### src/pkg/gis_defs.vh
// Purpose: Offsets, field positions, reset values and command codes of the GPIB status block
// Assumes: Wishbone byte addresses, one 32-bit word per register
// Notes:   Included by the design file only
`ifndef GIS_DEFS_VH
`define GIS_DEFS_VH

// Register byte offsets
`define GIS_OFF_STATUS0   8'h00
`define GIS_OFF_MASK0     8'h04
`define GIS_OFF_STATUS1   8'h08
`define GIS_OFF_MASK1     8'h0C
`define GIS_OFF_CONTROL   8'h10
`define GIS_OFF_ENDSTR    8'h14

// First status register fields
`define GIS_S0_END        3
`define GIS_S0_SERIAL_POLL_DONE_FLAG       2
`define GIS_S0_RLC        1
`define GIS_S0_MAC        0

// Second status register fields
`define GIS_S1_GET        7
`define GIS_S1_ERR        6
`define GIS_S1_UNC        5
`define GIS_S1_APT        4
`define GIS_S1_DEVICE_CLEAR_FLAG       3
`define GIS_S1_MA         2
`define GIS_S1_SRQ        1
`define GIS_S1_IFC        0

// Control register fields
`define GIS_C_SWRST       0
`define GIS_C_RELEASE     1
`define GIS_C_END_ON_STRING_ENABLE        2
`define GIS_C_NEWLINE_END_ENABLE        3
`define GIS_C_EDPA        4

// Reset values
`define GIS_RST_MASK      8'h00
`define GIS_RST_STATUS    8'h00
`define GIS_RST_CONTROL   8'h00
`define GIS_RST_ENDSTR    8'h00

// Bus byte and command codes
`define GIS_NEWLINE       8'h0A
`define GIS_CMD_GTL       8'h01
`define GIS_CMD_SDC       8'h04
`define GIS_CMD_PPC       8'h05
`define GIS_CMD_GET       8'h08
`define GIS_CMD_TCT       8'h09
`define GIS_CMD_LLO       8'h11
`define GIS_CMD_DCL       8'h14
`define GIS_CMD_PPU       8'h15
`define GIS_CMD_SPE       8'h18
`define GIS_CMD_SPD       8'h19
`define GIS_CMD_UNL       8'h3F

`endif

### src/design/gis_irq_status.v
// Purpose: Interrupt status, masks, trigger pin and accept holdoff of a GPIB interface
// Assumes: Protocol state bits arrive as synchronous levels from the interface state machines
// Notes:   Registers on classic Wishbone; status registers clear on read
//
// Our own choices: the Wishbone slave port and the register addresses.
`timescale 1ns/100ps
`default_nettype none
`include "gis_defs.vh"

// How it works
// - Listener byte equal to end string sets end flag when string end enabled.
// - Listener byte equal to newline sets end flag when newline end enabled.
// - Listener byte accepted with EOI asserted sets end flag.
// - Serial-poll flag sets when transmit, active and affirm combination falls.
// - Remote/local flag sets whenever the remote state bit changes.
// - Address-change flag sets on new address, other talk, or unlisten.
// - With secondary addressing, address-change flag sets only on unaddressing.
// - Dual primary option: readdressing at other primary address sets nothing.
// - Second status flags set and clear regardless of second mask.
// - Event during a second status read is held and set after the read.
// - Hardware reset clears the whole second mask register.
// - Flag setting with its enable one can raise the interrupt request.
// - Enabled trigger, unrecognized, pass, clear or my-address event holds off accept.
// - Trigger flag sets on GET accepted while listener addressed.
// - Trigger enabled: trigger pin high from event until holdoff release.
// - Trigger disabled: trigger pin gives one single high pulse.
// - Error flag sets on entering source delay with no acceptors present.
// - Accepted universal command not decoded here sets unrecognized flag.
// - Addressed listener: accepted undecoded addressed command sets unrecognized flag.
module gis_irq_status (
  input  wire        mclk_in,       // 100 MHz clock
  input  wire        arst_n_in,     // Async reset, active low
  input  wire        wb_cyc_in,     // Wishbone cycle
  input  wire        wb_stb_in,     // Wishbone strobe
  input  wire        wb_we_in,      // Wishbone write enable
  input  wire [7:0]  wb_adr_in,     // Wishbone byte address
  input  wire [3:0]  wb_sel_in,     // Wishbone byte selects
  input  wire [31:0] wb_dat_in,     // Wishbone write data
  output reg  [31:0] wb_dat_out,    // Wishbone read data
  output reg         wb_ack_out,    // Wishbone acknowledge
  input  wire        acds_in,       // Byte accepted strobe
  input  wire        atn_in,        // Byte is a command
  input  wire [7:0]  bus_data_in,   // Byte on the bus
  input  wire        eoi_in,        // EOI asserted with byte
  input  wire        lacs_in,       // Listener active
  input  wire        lads_in,       // Listener addressed
  input  wire        tads_in,       // Talker addressed
  input  wire        mta_in,        // Byte is a talk address of ours
  input  wire        mla_in,        // Byte is a listen address of ours
  input  wire        ota_in,        // Byte is some other talk address
  input  wire        pp1_in,        // Parallel poll config mode
  input  wire        strs_in,       // Status transmit state
  input  wire        serial_poll_done_flag_in,       // Serial poll active state
  input  wire        aprs_in,       // Affirmative poll response
  input  wire        remote_in,     // Remote state bit
  input  wire        sdys_in,       // Source delay state
  input  wire        ndac_in,       // NDAC asserted on bus
  input  wire        nrfd_in,       // NRFD asserted on bus
  input  wire        apt_event_in,  // Pass-through event
  input  wire        ma_event_in,   // My address event
  input  wire        srq_event_in,  // Service request event
  input  wire        ifc_event_in,  // Interface clear event
  output reg         irq_out,       // Interrupt request
  output reg         dac_hold_out,  // Data-accepted holdoff
  output reg         trigger_out    // Trigger output pin
);

  reg  [7:0] stat0_q;
  reg  [7:0] stat1_q;
  reg  [7:0] pend0_q;
  reg  [7:0] pend1_q;
  reg  [7:0] mask0_q;
  reg  [7:0] mask1_q;
  reg  [7:0] endstr_q;
  reg        end_on_string_enable_q;
  reg        newline_end_enable_q;
  reg        edpa_q;
  reg        poll_q;
  reg        remote_q;
  reg        sdys_q;
  reg  [7:0] ev0;
  reg  [7:0] ev1;
  reg  [31:0] rdata;

  wire       req     = wb_cyc_in & wb_stb_in & ~wb_ack_out;
  wire       wr_now  = req & wb_we_in & wb_sel_in[0];
  wire       rd_s0   = req & ~wb_we_in & (wb_adr_in == `GIS_OFF_STATUS0);
  wire       rd_s1   = req & ~wb_we_in & (wb_adr_in == `GIS_OFF_STATUS1);
  wire       wr_ctl  = wr_now & (wb_adr_in == `GIS_OFF_CONTROL);
  wire       swrst   = wr_ctl & wb_dat_in[`GIS_C_SWRST];
  // Named apart from the force/release keyword, which a strict front end refuses
  wire       rel_cmd = wr_ctl & wb_dat_in[`GIS_C_RELEASE];
  wire       poll    = strs_in & serial_poll_done_flag_in & aprs_in;
  wire       data_ok = acds_in & ~atn_in & lacs_in;
  wire       cmd_ok  = acds_in & atn_in;
  wire [7:0] cb      = bus_data_in;
  wire       ucg     = (cb[7:4] == 4'h1);
  wire       acg     = (cb[7:4] == 4'h0);
  wire       ucg_known = (cb == `GIS_CMD_LLO) | (cb == `GIS_CMD_SPE) |
                         (cb == `GIS_CMD_SPD) | (cb == `GIS_CMD_DCL) |
                         ((cb == `GIS_CMD_PPU) & pp1_in);
  wire       acg_known = (cb == `GIS_CMD_GET) | (cb == `GIS_CMD_GTL) |
                         (cb == `GIS_CMD_SDC) | (cb == `GIS_CMD_TCT) |
                         ((cb == `GIS_CMD_PPC) & pp1_in);
  wire       sec_addr = mask1_q[`GIS_S1_APT];
  // Held flags of the command group that throttle the handshake
  wire [7:0] hold_bits = 8'h80 | 8'h20 | 8'h10 | 8'h08 | 8'h04;

  // Raw events, before the read postponement
  always @* begin
    ev0 = 8'h00;
    ev1 = 8'h00;
    ev0[`GIS_S0_END] = data_ok & (
                         (end_on_string_enable_q & (cb == endstr_q)) |
                         (newline_end_enable_q & (cb == `GIS_NEWLINE)) |
                         eoi_in);
    ev0[`GIS_S0_SERIAL_POLL_DONE_FLAG] = poll_q & ~poll;
    ev0[`GIS_S0_RLC]  = remote_q ^ remote_in;
    // Secondary addressing hides the addressing edges
    ev0[`GIS_S0_MAC]  = cmd_ok & (
                          (mta_in & ~tads_in & ~sec_addr) |
                          (ota_in & ~mta_in & tads_in) |
                          (mla_in & ~lads_in & ~sec_addr) |
                          ((cb == `GIS_CMD_UNL) & lads_in));
    ev1[`GIS_S1_GET]  = cmd_ok & (cb == `GIS_CMD_GET) & lads_in;
    ev1[`GIS_S1_ERR]  = sdys_in & ~sdys_q & ~ndac_in & ~nrfd_in;
    ev1[`GIS_S1_UNC]  = cmd_ok & ((ucg & ~ucg_known) |
                                  (acg & ~acg_known & lads_in));
    ev1[`GIS_S1_APT]  = apt_event_in;
    ev1[`GIS_S1_DEVICE_CLEAR_FLAG] = cmd_ok & ((cb == `GIS_CMD_DCL) |
                                  ((cb == `GIS_CMD_SDC) & lads_in));
    ev1[`GIS_S1_MA]   = ma_event_in;
    ev1[`GIS_S1_SRQ]  = srq_event_in;
    ev1[`GIS_S1_IFC]  = ifc_event_in;
  end

  // Read mux; masks are write only and read back zero
  always @* begin
    rdata = 32'h0000_0000;
    case (wb_adr_in)
      `GIS_OFF_STATUS0: rdata = {24'h00_0000, stat0_q};
      `GIS_OFF_STATUS1: rdata = {24'h00_0000, stat1_q};
      `GIS_OFF_CONTROL: rdata = {27'h000_0000, edpa_q, newline_end_enable_q, end_on_string_enable_q, 2'b00};
      `GIS_OFF_ENDSTR:  rdata = {24'h00_0000, endstr_q};
      default:          rdata = 32'h0000_0000;
    endcase
  end

  // Bus slave: ack one cycle after the request, unmapped reads zero
  always @(posedge mclk_in or negedge arst_n_in) begin
    if (!arst_n_in) begin
      wb_ack_out <= 1'b0;
      wb_dat_out <= 32'h0000_0000;
    end else begin
      wb_ack_out <= req;
      if (req && !wb_we_in) begin
        wb_dat_out <= rdata;
      end
    end
  end

  // Writable configuration; hardware reset zeroes both masks
  always @(posedge mclk_in or negedge arst_n_in) begin
    if (!arst_n_in) begin
      mask0_q  <= `GIS_RST_MASK;
      mask1_q  <= `GIS_RST_MASK;
      endstr_q <= `GIS_RST_ENDSTR;
      end_on_string_enable_q   <= 1'b0;
      newline_end_enable_q   <= 1'b0;
      edpa_q   <= 1'b0;
    end else if (wr_now) begin
      case (wb_adr_in)
        `GIS_OFF_MASK0:   mask0_q  <= wb_dat_in[7:0];
        `GIS_OFF_MASK1:   mask1_q  <= wb_dat_in[7:0];
        `GIS_OFF_ENDSTR:  endstr_q <= wb_dat_in[7:0];
        `GIS_OFF_CONTROL: begin
          end_on_string_enable_q <= wb_dat_in[`GIS_C_END_ON_STRING_ENABLE];
          newline_end_enable_q <= wb_dat_in[`GIS_C_NEWLINE_END_ENABLE];
          edpa_q <= wb_dat_in[`GIS_C_EDPA];
        end
        default: begin
        end
      endcase
    end
  end

  // Edge history for the level-change events
  always @(posedge mclk_in or negedge arst_n_in) begin
    if (!arst_n_in) begin
      poll_q   <= 1'b0;
      remote_q <= 1'b0;
      sdys_q   <= 1'b0;
    end else begin
      poll_q   <= poll;
      remote_q <= remote_in;
      sdys_q   <= sdys_in;
    end
  end

  // Status flags: a read clears and parks concurrent events one cycle,
  // so an event in the read cycle lands after the clear and is not lost
  always @(posedge mclk_in or negedge arst_n_in) begin
    if (!arst_n_in) begin
      stat0_q <= `GIS_RST_STATUS;
      stat1_q <= `GIS_RST_STATUS;
      pend0_q <= 8'h00;
      pend1_q <= 8'h00;
    end else begin
      if (swrst || rd_s0) begin
        stat0_q <= pend0_q;
        pend0_q <= ev0;
      end else begin
        stat0_q <= stat0_q | pend0_q | ev0;
        pend0_q <= 8'h00;
      end
      // Independent of the second mask
      if (swrst || rd_s1) begin
        stat1_q <= pend1_q;
        pend1_q <= ev1;
      end else begin
        stat1_q <= stat1_q | pend1_q | ev1;
        pend1_q <= 8'h00;
      end
    end
  end

  // Interrupt, holdoff and trigger pin
  always @(posedge mclk_in or negedge arst_n_in) begin
    if (!arst_n_in) begin
      irq_out      <= 1'b0;
      dac_hold_out <= 1'b0;
      trigger_out  <= 1'b0;
    end else begin
      irq_out <= |((stat0_q & mask0_q) | (stat1_q & mask1_q));
      if (|(ev1 & mask1_q & hold_bits)) begin
        dac_hold_out <= 1'b1;
      end else if (rel_cmd) begin
        dac_hold_out <= 1'b0;
      end
      if (ev1[`GIS_S1_GET]) begin
        trigger_out <= 1'b1;
      end else if (!mask1_q[`GIS_S1_GET] || rel_cmd) begin
        trigger_out <= 1'b0;
      end
    end
  end

endmodule
`default_nettype wire

### config.mk
export PLATFORM = sky130hd
export DESIGN_NAME = gis_irq_status
export DESIGN_NICKNAME = d
export VERILOG_FILES = /design/src/design/gis_irq_status.v
export VERILOG_INCLUDE_DIRS = /design/src /design/src/pkg
export SDC_FILE = /design/constraint.sdc
export NUM_CORES = 1
export LEC_CHECK = 0
export BUFFER_PORTS_ARGS = -buffer_cell sky130_fd_sc_hd__buf_2
export CAP_MARGIN = 0
export CORE_AREA = 2 2 107 78
export CTS_CLUSTER_SIZE = 28
export DETAILED_ROUTE_END_ITERATION = 7
export DIE_AREA = 0 0 109 80
export PLACE_DENSITY = 0.69
export SKIP_CTS_REPAIR_TIMING = 1
export SLEW_MARGIN = 20
export SYNTH_ARGS = -nofsm -noshare
export SYNTH_HDL_FRONTEND = slang
export SYNTH_SLANG_ARGS = --single-unit
export TNS_END_PERCENT = 50
### constraint.sdc
create_clock -name mclk_in -period 1.56 [get_ports mclk_in]
set_input_delay 0.156 -clock mclk_in [delete_from_list [all_inputs] [get_ports mclk_in]]
set_output_delay 0.156 -clock mclk_in [all_outputs]
set_load 0.03 [all_outputs]
==> results of run 1 <==
-- layout make-up --
type | count | area (sq um)
Timing Repair Buffer | 88 | 536.8
Clock inverter | 4 | 95.09
Clock buffer | 11 | 141.4
Sequential cell | 62 | 1553
Tap cell | 101 | 126.4
Fill cell | 694 | 3861
Multi-Input combinational cell | 200 | 1336
Inverter | 5 | 18.77
-- sequential cells by signal (all words and copies together), names as in the netlist --
name	flops
end_on_string_enable_q	1
dac_hold_out	1
poll_q	1
endstr_q	8
pend1_q	8
wb_ack_out	1
stat1_q	8
edpa_q	1
irq_out	1
remote_q	1
stat0_q	4
trigger_out	1
mask1_q	8
mask0_q	4
wb_dat_out	8
sdys_q	1
pend0_q	4
newline_end_enable_q	1
-- how the worst max path moves through the flow --
stage,from,endpoint,slack (ns)
detailed placement,wb_adr_in[7],stat0_q[3],-0.38
global placement,wb_adr_in[7],stat0_q[3],-0.36
global route,wb_ack_out,mask0_q[1],-0.24
finish,wb_ack_out,end_on_string_enable_q,-0.16
CTS,wb_ack_out,mask0_q[1],-0.34
floorplan,wb_ack_out,stat0_q[3],-0.26
-- power by group through the flow --
stage / Combinational [mW] / Sequential, mW / Clock (mW)
floorplan: 0.232 / 1.70 / 0
global placement: 0.375 / 1.69 / 0
detailed placement: 0.380 / 1.69 / 0
CTS: 0.381 / 1.66 / 1.72
global route: 0.429 / 1.67 / 1.80
finish: 0.389 / 1.66 / 1.68
-- through the flow --
step	setup slack, ns	hold WS, ns	utilization [%]
floorplan	-0.2624	-0.1396	-
global route	-0.2443	0.04601	49.65
detailed placement	-0.3839	0.1885	45.60
finish	-0.1558	0.04101	49.65
global placement	-0.3551	0.1866	45.60
CTS	-0.3440	-0.1925	48.69
-- kinds of logic (layout without fill, tap and decap cells) --
family,count (synthesis),count (layout),share of synthesized area [%]
simple gates,91,91,16.53
xor+xnor,9,9,2.623
buf+inv,37,108,7.702
mux,27,27,9.950
compound gates,49,49,11.45
flops,62,62,51.62
other cells,1,24,0.1248
-- synth_stat cells, types with 4 or more instances --
master	count
nand2b_1	4
o21ai_0	10
inv_1	5
nand2_1	19
dfrtp_1	62
a21o_1	4
mux2_2	23
mux2i_1	4
o21bai_1	8
clkbuf_1	4
buf_4	24
nand4_1	7
a21oi_1	6
and2_1	7
xnor2_1	9
nor3_1	5
nor2_1	25
-- per-layer routing --
| layer | vias up | track usage, % | share of wire, % |
|---|---|---|---|
| met4 | 0 | 4.231 | 0.72 |
| met5 | - | 0 | 0 |
| met2 | 88 | 25.78 | 42 |
| met1 | 1121 | 26.38 | 51 |
| li1 | 1122 | - | - |
| met3 | 5 | 6.531 | 6.8 |
==> results.json, run 1 <==
{
  "status": "finished with violations",
  "failed_checks": "setup timing",
  "syn_inst": 276,
  "synth_flop_cell": "dfrtp_1",
  "grt_pass1_wl_um": 11610,
  "worstPathBufferInverterCount": 1,
  "insertedDiodeCount": 0,
  "wl_per_cell_um": 15.36,
  "fin_area_sq_um": 3807,
  "ys_top_cells_by_area": "dfrtp_1 (52%), mux2_2 (8.6%), buf_4 (6.0%), nor2_1 (3.1%), xnor2_1 (2.6%)",
  "ios": 114,
  "cp.required_ns": 1.78,
  "setup_total_negative_slack_ns": -2.834,
  "gp_congestion": 0.8714,
  "slowest_delay_ns": 0.40,
  "start_kind": "register",
  "pwr-share-seq_pct": 44.6,
  "fin_crit_ns": 1.716,
  "final_cell_mix": "buf_2 (62), dfrtp_1 (61), conb_1 (24)",
  "p_clk_share_pct": 45.0,
  "max-vdd-ir-drop_mv": 0.5262,
  "synth-edff-count": 0,
  "p_sw_share_pct": 23.09,
  "num_rows": 27,
  "worstHoldStart": "ifc_event_in",
  "critical_path_class": "register to register",
  "fmax_mhz": 582.8,
  "reg2reg_setup_slack_ns": -0.16,
  "synth_cell_types": 46,
  "clock_latency_ns": 0.34,
  "min_path_type": "primary input to register",
  "yosysTopAreaCellShare_pct": 51.62,
  "ys_ff_latch": 62,
  "drtPass1Iterations": 4,
  "p_switching_uw": 861.5,
  "rsz0062_at_grt": "yes",
  "fin_cells": 471,
  "path_max_fanout": 4,
  "port-buffer-count": 62,
  "drv_cap": 0,
  "drive_gt1_share_pct": 35.68,
  "fin_crit_sh_pct": 110.0,
  "cts_tree": "built",
  "final_common_cell": "buf_2",
  "worstReg2RegEnd": "end_on_string_enable_q",
  "reg2regPathDepth": 5,
  "cp_top_family": "simple AND/OR/NAND/NOR gates",
  "crit_chain": "nand3b_1, nor4_4, buf_4, nand3_1, mux2_2",
  "synthesis.area_sq_um": 3005,
  "path_depth": 5,
  "skew_ns": 0.008956,
  "cts_inserted_buffers": 9,
  "placedInstanceArea_sq_um": 3497,
  "dp_cells": 452,
  "dieArea_sq_um": 8720,
  "num_vias": 2336,
  "grt_pass1_vias": 2212,
  "coreArea_sq_um": 7669,
  "min_to": "pend1_q[0]",
  "antenna_found_initial": 0,
  "remaining_drc_errors": 0,
  "cp.arrival_ns": 1.93,
  "initial_core_util_pct": 39.19,
  "yosys_warnings": 0,
  "async_flop_share_pct": 100.0,
  "finalSetupViolCount": 45,
  "p_int_mw": 2.870,
  "dp_hpwl_um": 5535,
  "grt_max_degree": 63,
  "slowest_stage": "dfrtp_2",
  "grt_usage_pct": 18.21,
  "synth_area_leader_cell": "dfrtp_1",
  "hold-path-cell-count": 2,
  "p_leak_nw": 1.835,
  "syn_to_final_growth_pct": 26.69,
  "clock_path_buffers": 2,
  "ant_nets": 0,
  "overflow": 0,
  "power_mw": 3.732,
  "htreeDepth": 3,
  "cts_sinks": 62,
  "drv_slew": 0,
  "wirelength_um": 7233,
  "drt-initial-drc-count": 118,
  "setup_ws_ns": -0.1558,
  "viasPerCell": 4.960,
  "p_comb_share_pct": 10.4,
  "endpoint_kind": "register",
  "cts-root-buf": "clkbuf_8",
  "power_density_nw_per_um2": 980.1,
  "clk_pin_slew_ns": 0.06,
  "syn_area_per_cell_sq_um": 10.89,
  "yosysSeqAreaShare_pct": 51.62,
  "die_y_um": 80,
  "hold_viol": 0,
  "die_width_um": 109,
  "nets": 444,
  "r2r-start": "wb_ack_out"
}
No activity file was read; power rests on OpenSTA's default activity.
==> inputs of run 2 (changes only) <==
--- a/config.mk
+++ b/config.mk
@@ -13,6 +13,7 @@
 export DETAILED_ROUTE_END_ITERATION = 7
 export DIE_AREA = 0 0 109 80
 export PLACE_DENSITY = 0.69
+export RECOVER_POWER = 50
 export SKIP_CTS_REPAIR_TIMING = 1
 export SLEW_MARGIN = 20
 export SYNTH_ARGS = -nofsm -noshare
==> run 2 against run 1 <==
Compared with the run above: sequential power hardly changed; highest routed layer unchanged; global-route usage unchanged; flip-flop and latch count did not move; clock-buffer cell count unchanged; critical path depth unchanged; the flow still finishes with violations (setup timing); largest cell class unchanged.
==> results.json, run 2 (synthesis gave the netlist of run 1 again) <==
{
  "coreArea_sq_um": 7669,
  "num_rows": 27,
  "cts-root-buf": "clkbuf_8",
  "syn_to_final_growth_pct": 26.19,
  "overflow": 0,
  "dieArea_sq_um": 8720,
  "failed_checks": "setup timing",
  "clk_pin_slew_ns": 0.06,
  "fillers": 698,
  "setup_ws_ns": -0.1653,
  "p_int_mw": 2.866,
  "wl_per_cell_um": 15.36,
  "p_comb_share_pct": 10.3,
  "crit_chain": "nand3b_1, nor4_4, buf_4, nand3_1, mux2_2",
  "cts_tree": "built",
  "gp_congestion": 0.8714,
  "grt_usage_pct": 18.21,
  "setup_total_negative_slack_ns": -3.109,
  "cp.required_ns": 1.78,
  "routed.top_layer": "met4",
  "initial_core_util_pct": 39.19,
  "skew_ns": 0.009311,
  "p_switching_uw": 864.6,
  "max_slew_margin_pct": 44.77,
  "endpoint_kind": "register",
  "final_common_cell": "dfrtp_1",
  "finalSetupViolCount": 51,
  "die_y_um": 80,
  "ios": 114,
  "drive_gt1_share_pct": 35.14,
  "cp_top_family": "simple AND/OR/NAND/NOR gates",
  "fin_crit_sh_pct": 110.6,
  "critical_path_class": "register to register",
  "cp.arrival_ns": 1.94,
  "num_vias": 2314,
  "clock_latency_ns": 0.34,
  "min_path_type": "primary input to register",
  "p_clk_share_pct": 45.1,
  "hold_viol": 0,
  "viasPerCell": 4.913,
  "register_area_sq_um": 1553,
  "placedInstanceArea_sq_um": 3497,
  "p_leak_nw": 1.825,
  "slowest_delay_ns": 0.40,
  "worstPathBufferInverterCount": 1,
  "path_max_fanout": 4,
  "p_sw_share_pct": 23.18,
  "tightestPinTransition_ns": 0.8285,
  "cts_inserted_buffers": 9,
  "die_width_um": 109,
  "grt_pass1_vias": 2212,
  "grt_max_degree": 63,
  "slowest_stage": "dfrtp_2",
  "power_density_nw_per_um2": 983.6,
  "wl_met3_um": 526,
  "pwr-share-seq_pct": 44.6,
  "wirelength_um": 7234,
  "drtPass1Iterations": 4,
  "start_kind": "register",
  "rsz0062_at_grt": "yes",
  "remaining_drc_errors": 0,
  "grt_pass1_wl_um": 11610,
  "port-buffer-count": 62,
  "wl_met2_um": 2974,
  "cts_sinks": 62,
  "clock_path_buffers": 2,
  "fin_crit_ns": 1.725,
  "hold_ws_ns": 0.04004,
  "insertedDiodeCount": 0,
  "status": "finished with violations",
  "drv_cap": 0,
  "antenna_found_initial": 0,
  "drt-initial-drc-count": 112,
  "dp_hpwl_um": 5535,
  "drv_slew": 0,
  "fmax_mhz": 579.6,
  "max-vdd-ir-drop_mv": 0.5293,
  "nets": 444,
  "htreeDepth": 3,
  "fin_area_sq_um": 3792,
  "final_cell_mix": "dfrtp_1 (61), buf_2 (60), conb_1 (24)",
  "multi_input_area_sq_um": 1336,
  "ant_nets": 0,
  "wl_met1_um": 3688
}
-- run 2: cell count changes in the layout (fill, tap and decap cells not counted) --
cell	delta
buf_2	-2
clkbuf_1	+2
buf_12	-1
clkbuf_4	+1
-- run 2: routing by layer --
| layer | vias up | GRT usage, % |
|---|---|---|
| met5 | - | 0 |
| met3 | 4 | 6.531 |
| met1 | 1101 | 26.38 |
| met4 | 0 | 4.231 |
| li1 | 1118 | - |
| met2 | 91 | 25.78 |
-- run 2: metrics by stage --
step,power (mW),std cells,setup WS [ns],util [%]
finish,3.730,471,-0.1653,49.45
global route,3.884,471,-0.2443,49.45
CTS,3.769,467,-0.3440,48.69
detailed placement,2.072,452,-0.3839,45.60
global placement,2.067,452,-0.3551,45.60
floorplan,1.931,299,-0.2624,-
-- run 2: layout make-up --
class / count / area share [%]
Multi-Input combinational cell: 200 / 35.24
Clock buffer: 11 / 3.728
Tap cell: 101 / 3.332
Sequential cell: 62 / 40.94
Clock inverter: 4 / 2.507
Timing Repair Buffer: 88 / 13.76
Inverter: 5 / 0.4949
-- run 2: worst paths after layout --
path / startpoint / end / slack [ns] / cells past startpoint
min in group asynchronous: arst_n_in / mask1_q[4] / 0.54 / 3
setup reg to reg: wb_ack_out / end_on_string_enable_q / -0.17 / 5
max in group asynchronous: arst_n_in / wb_ack_out / 0.43 / 3
setup / recovery: wb_ack_out / end_on_string_enable_q / -0.17 / 5
hold reg to reg: pend0_q[1] / stat0_q[1] / 0.43 / 1
hold / removal: ifc_event_in / pend1_q[0] / 0.04 / 2
-- run 2: power by group through the flow --
stage	sequential, mW	clock (mW)	combinational [mW]
finish	1.66	1.68	0.383
global route	1.67	1.80	0.423
CTS	1.66	1.72	0.381
detailed placement	1.69	0	0.380
global placement	1.69	0	0.375
floorplan	1.70	0	0.232
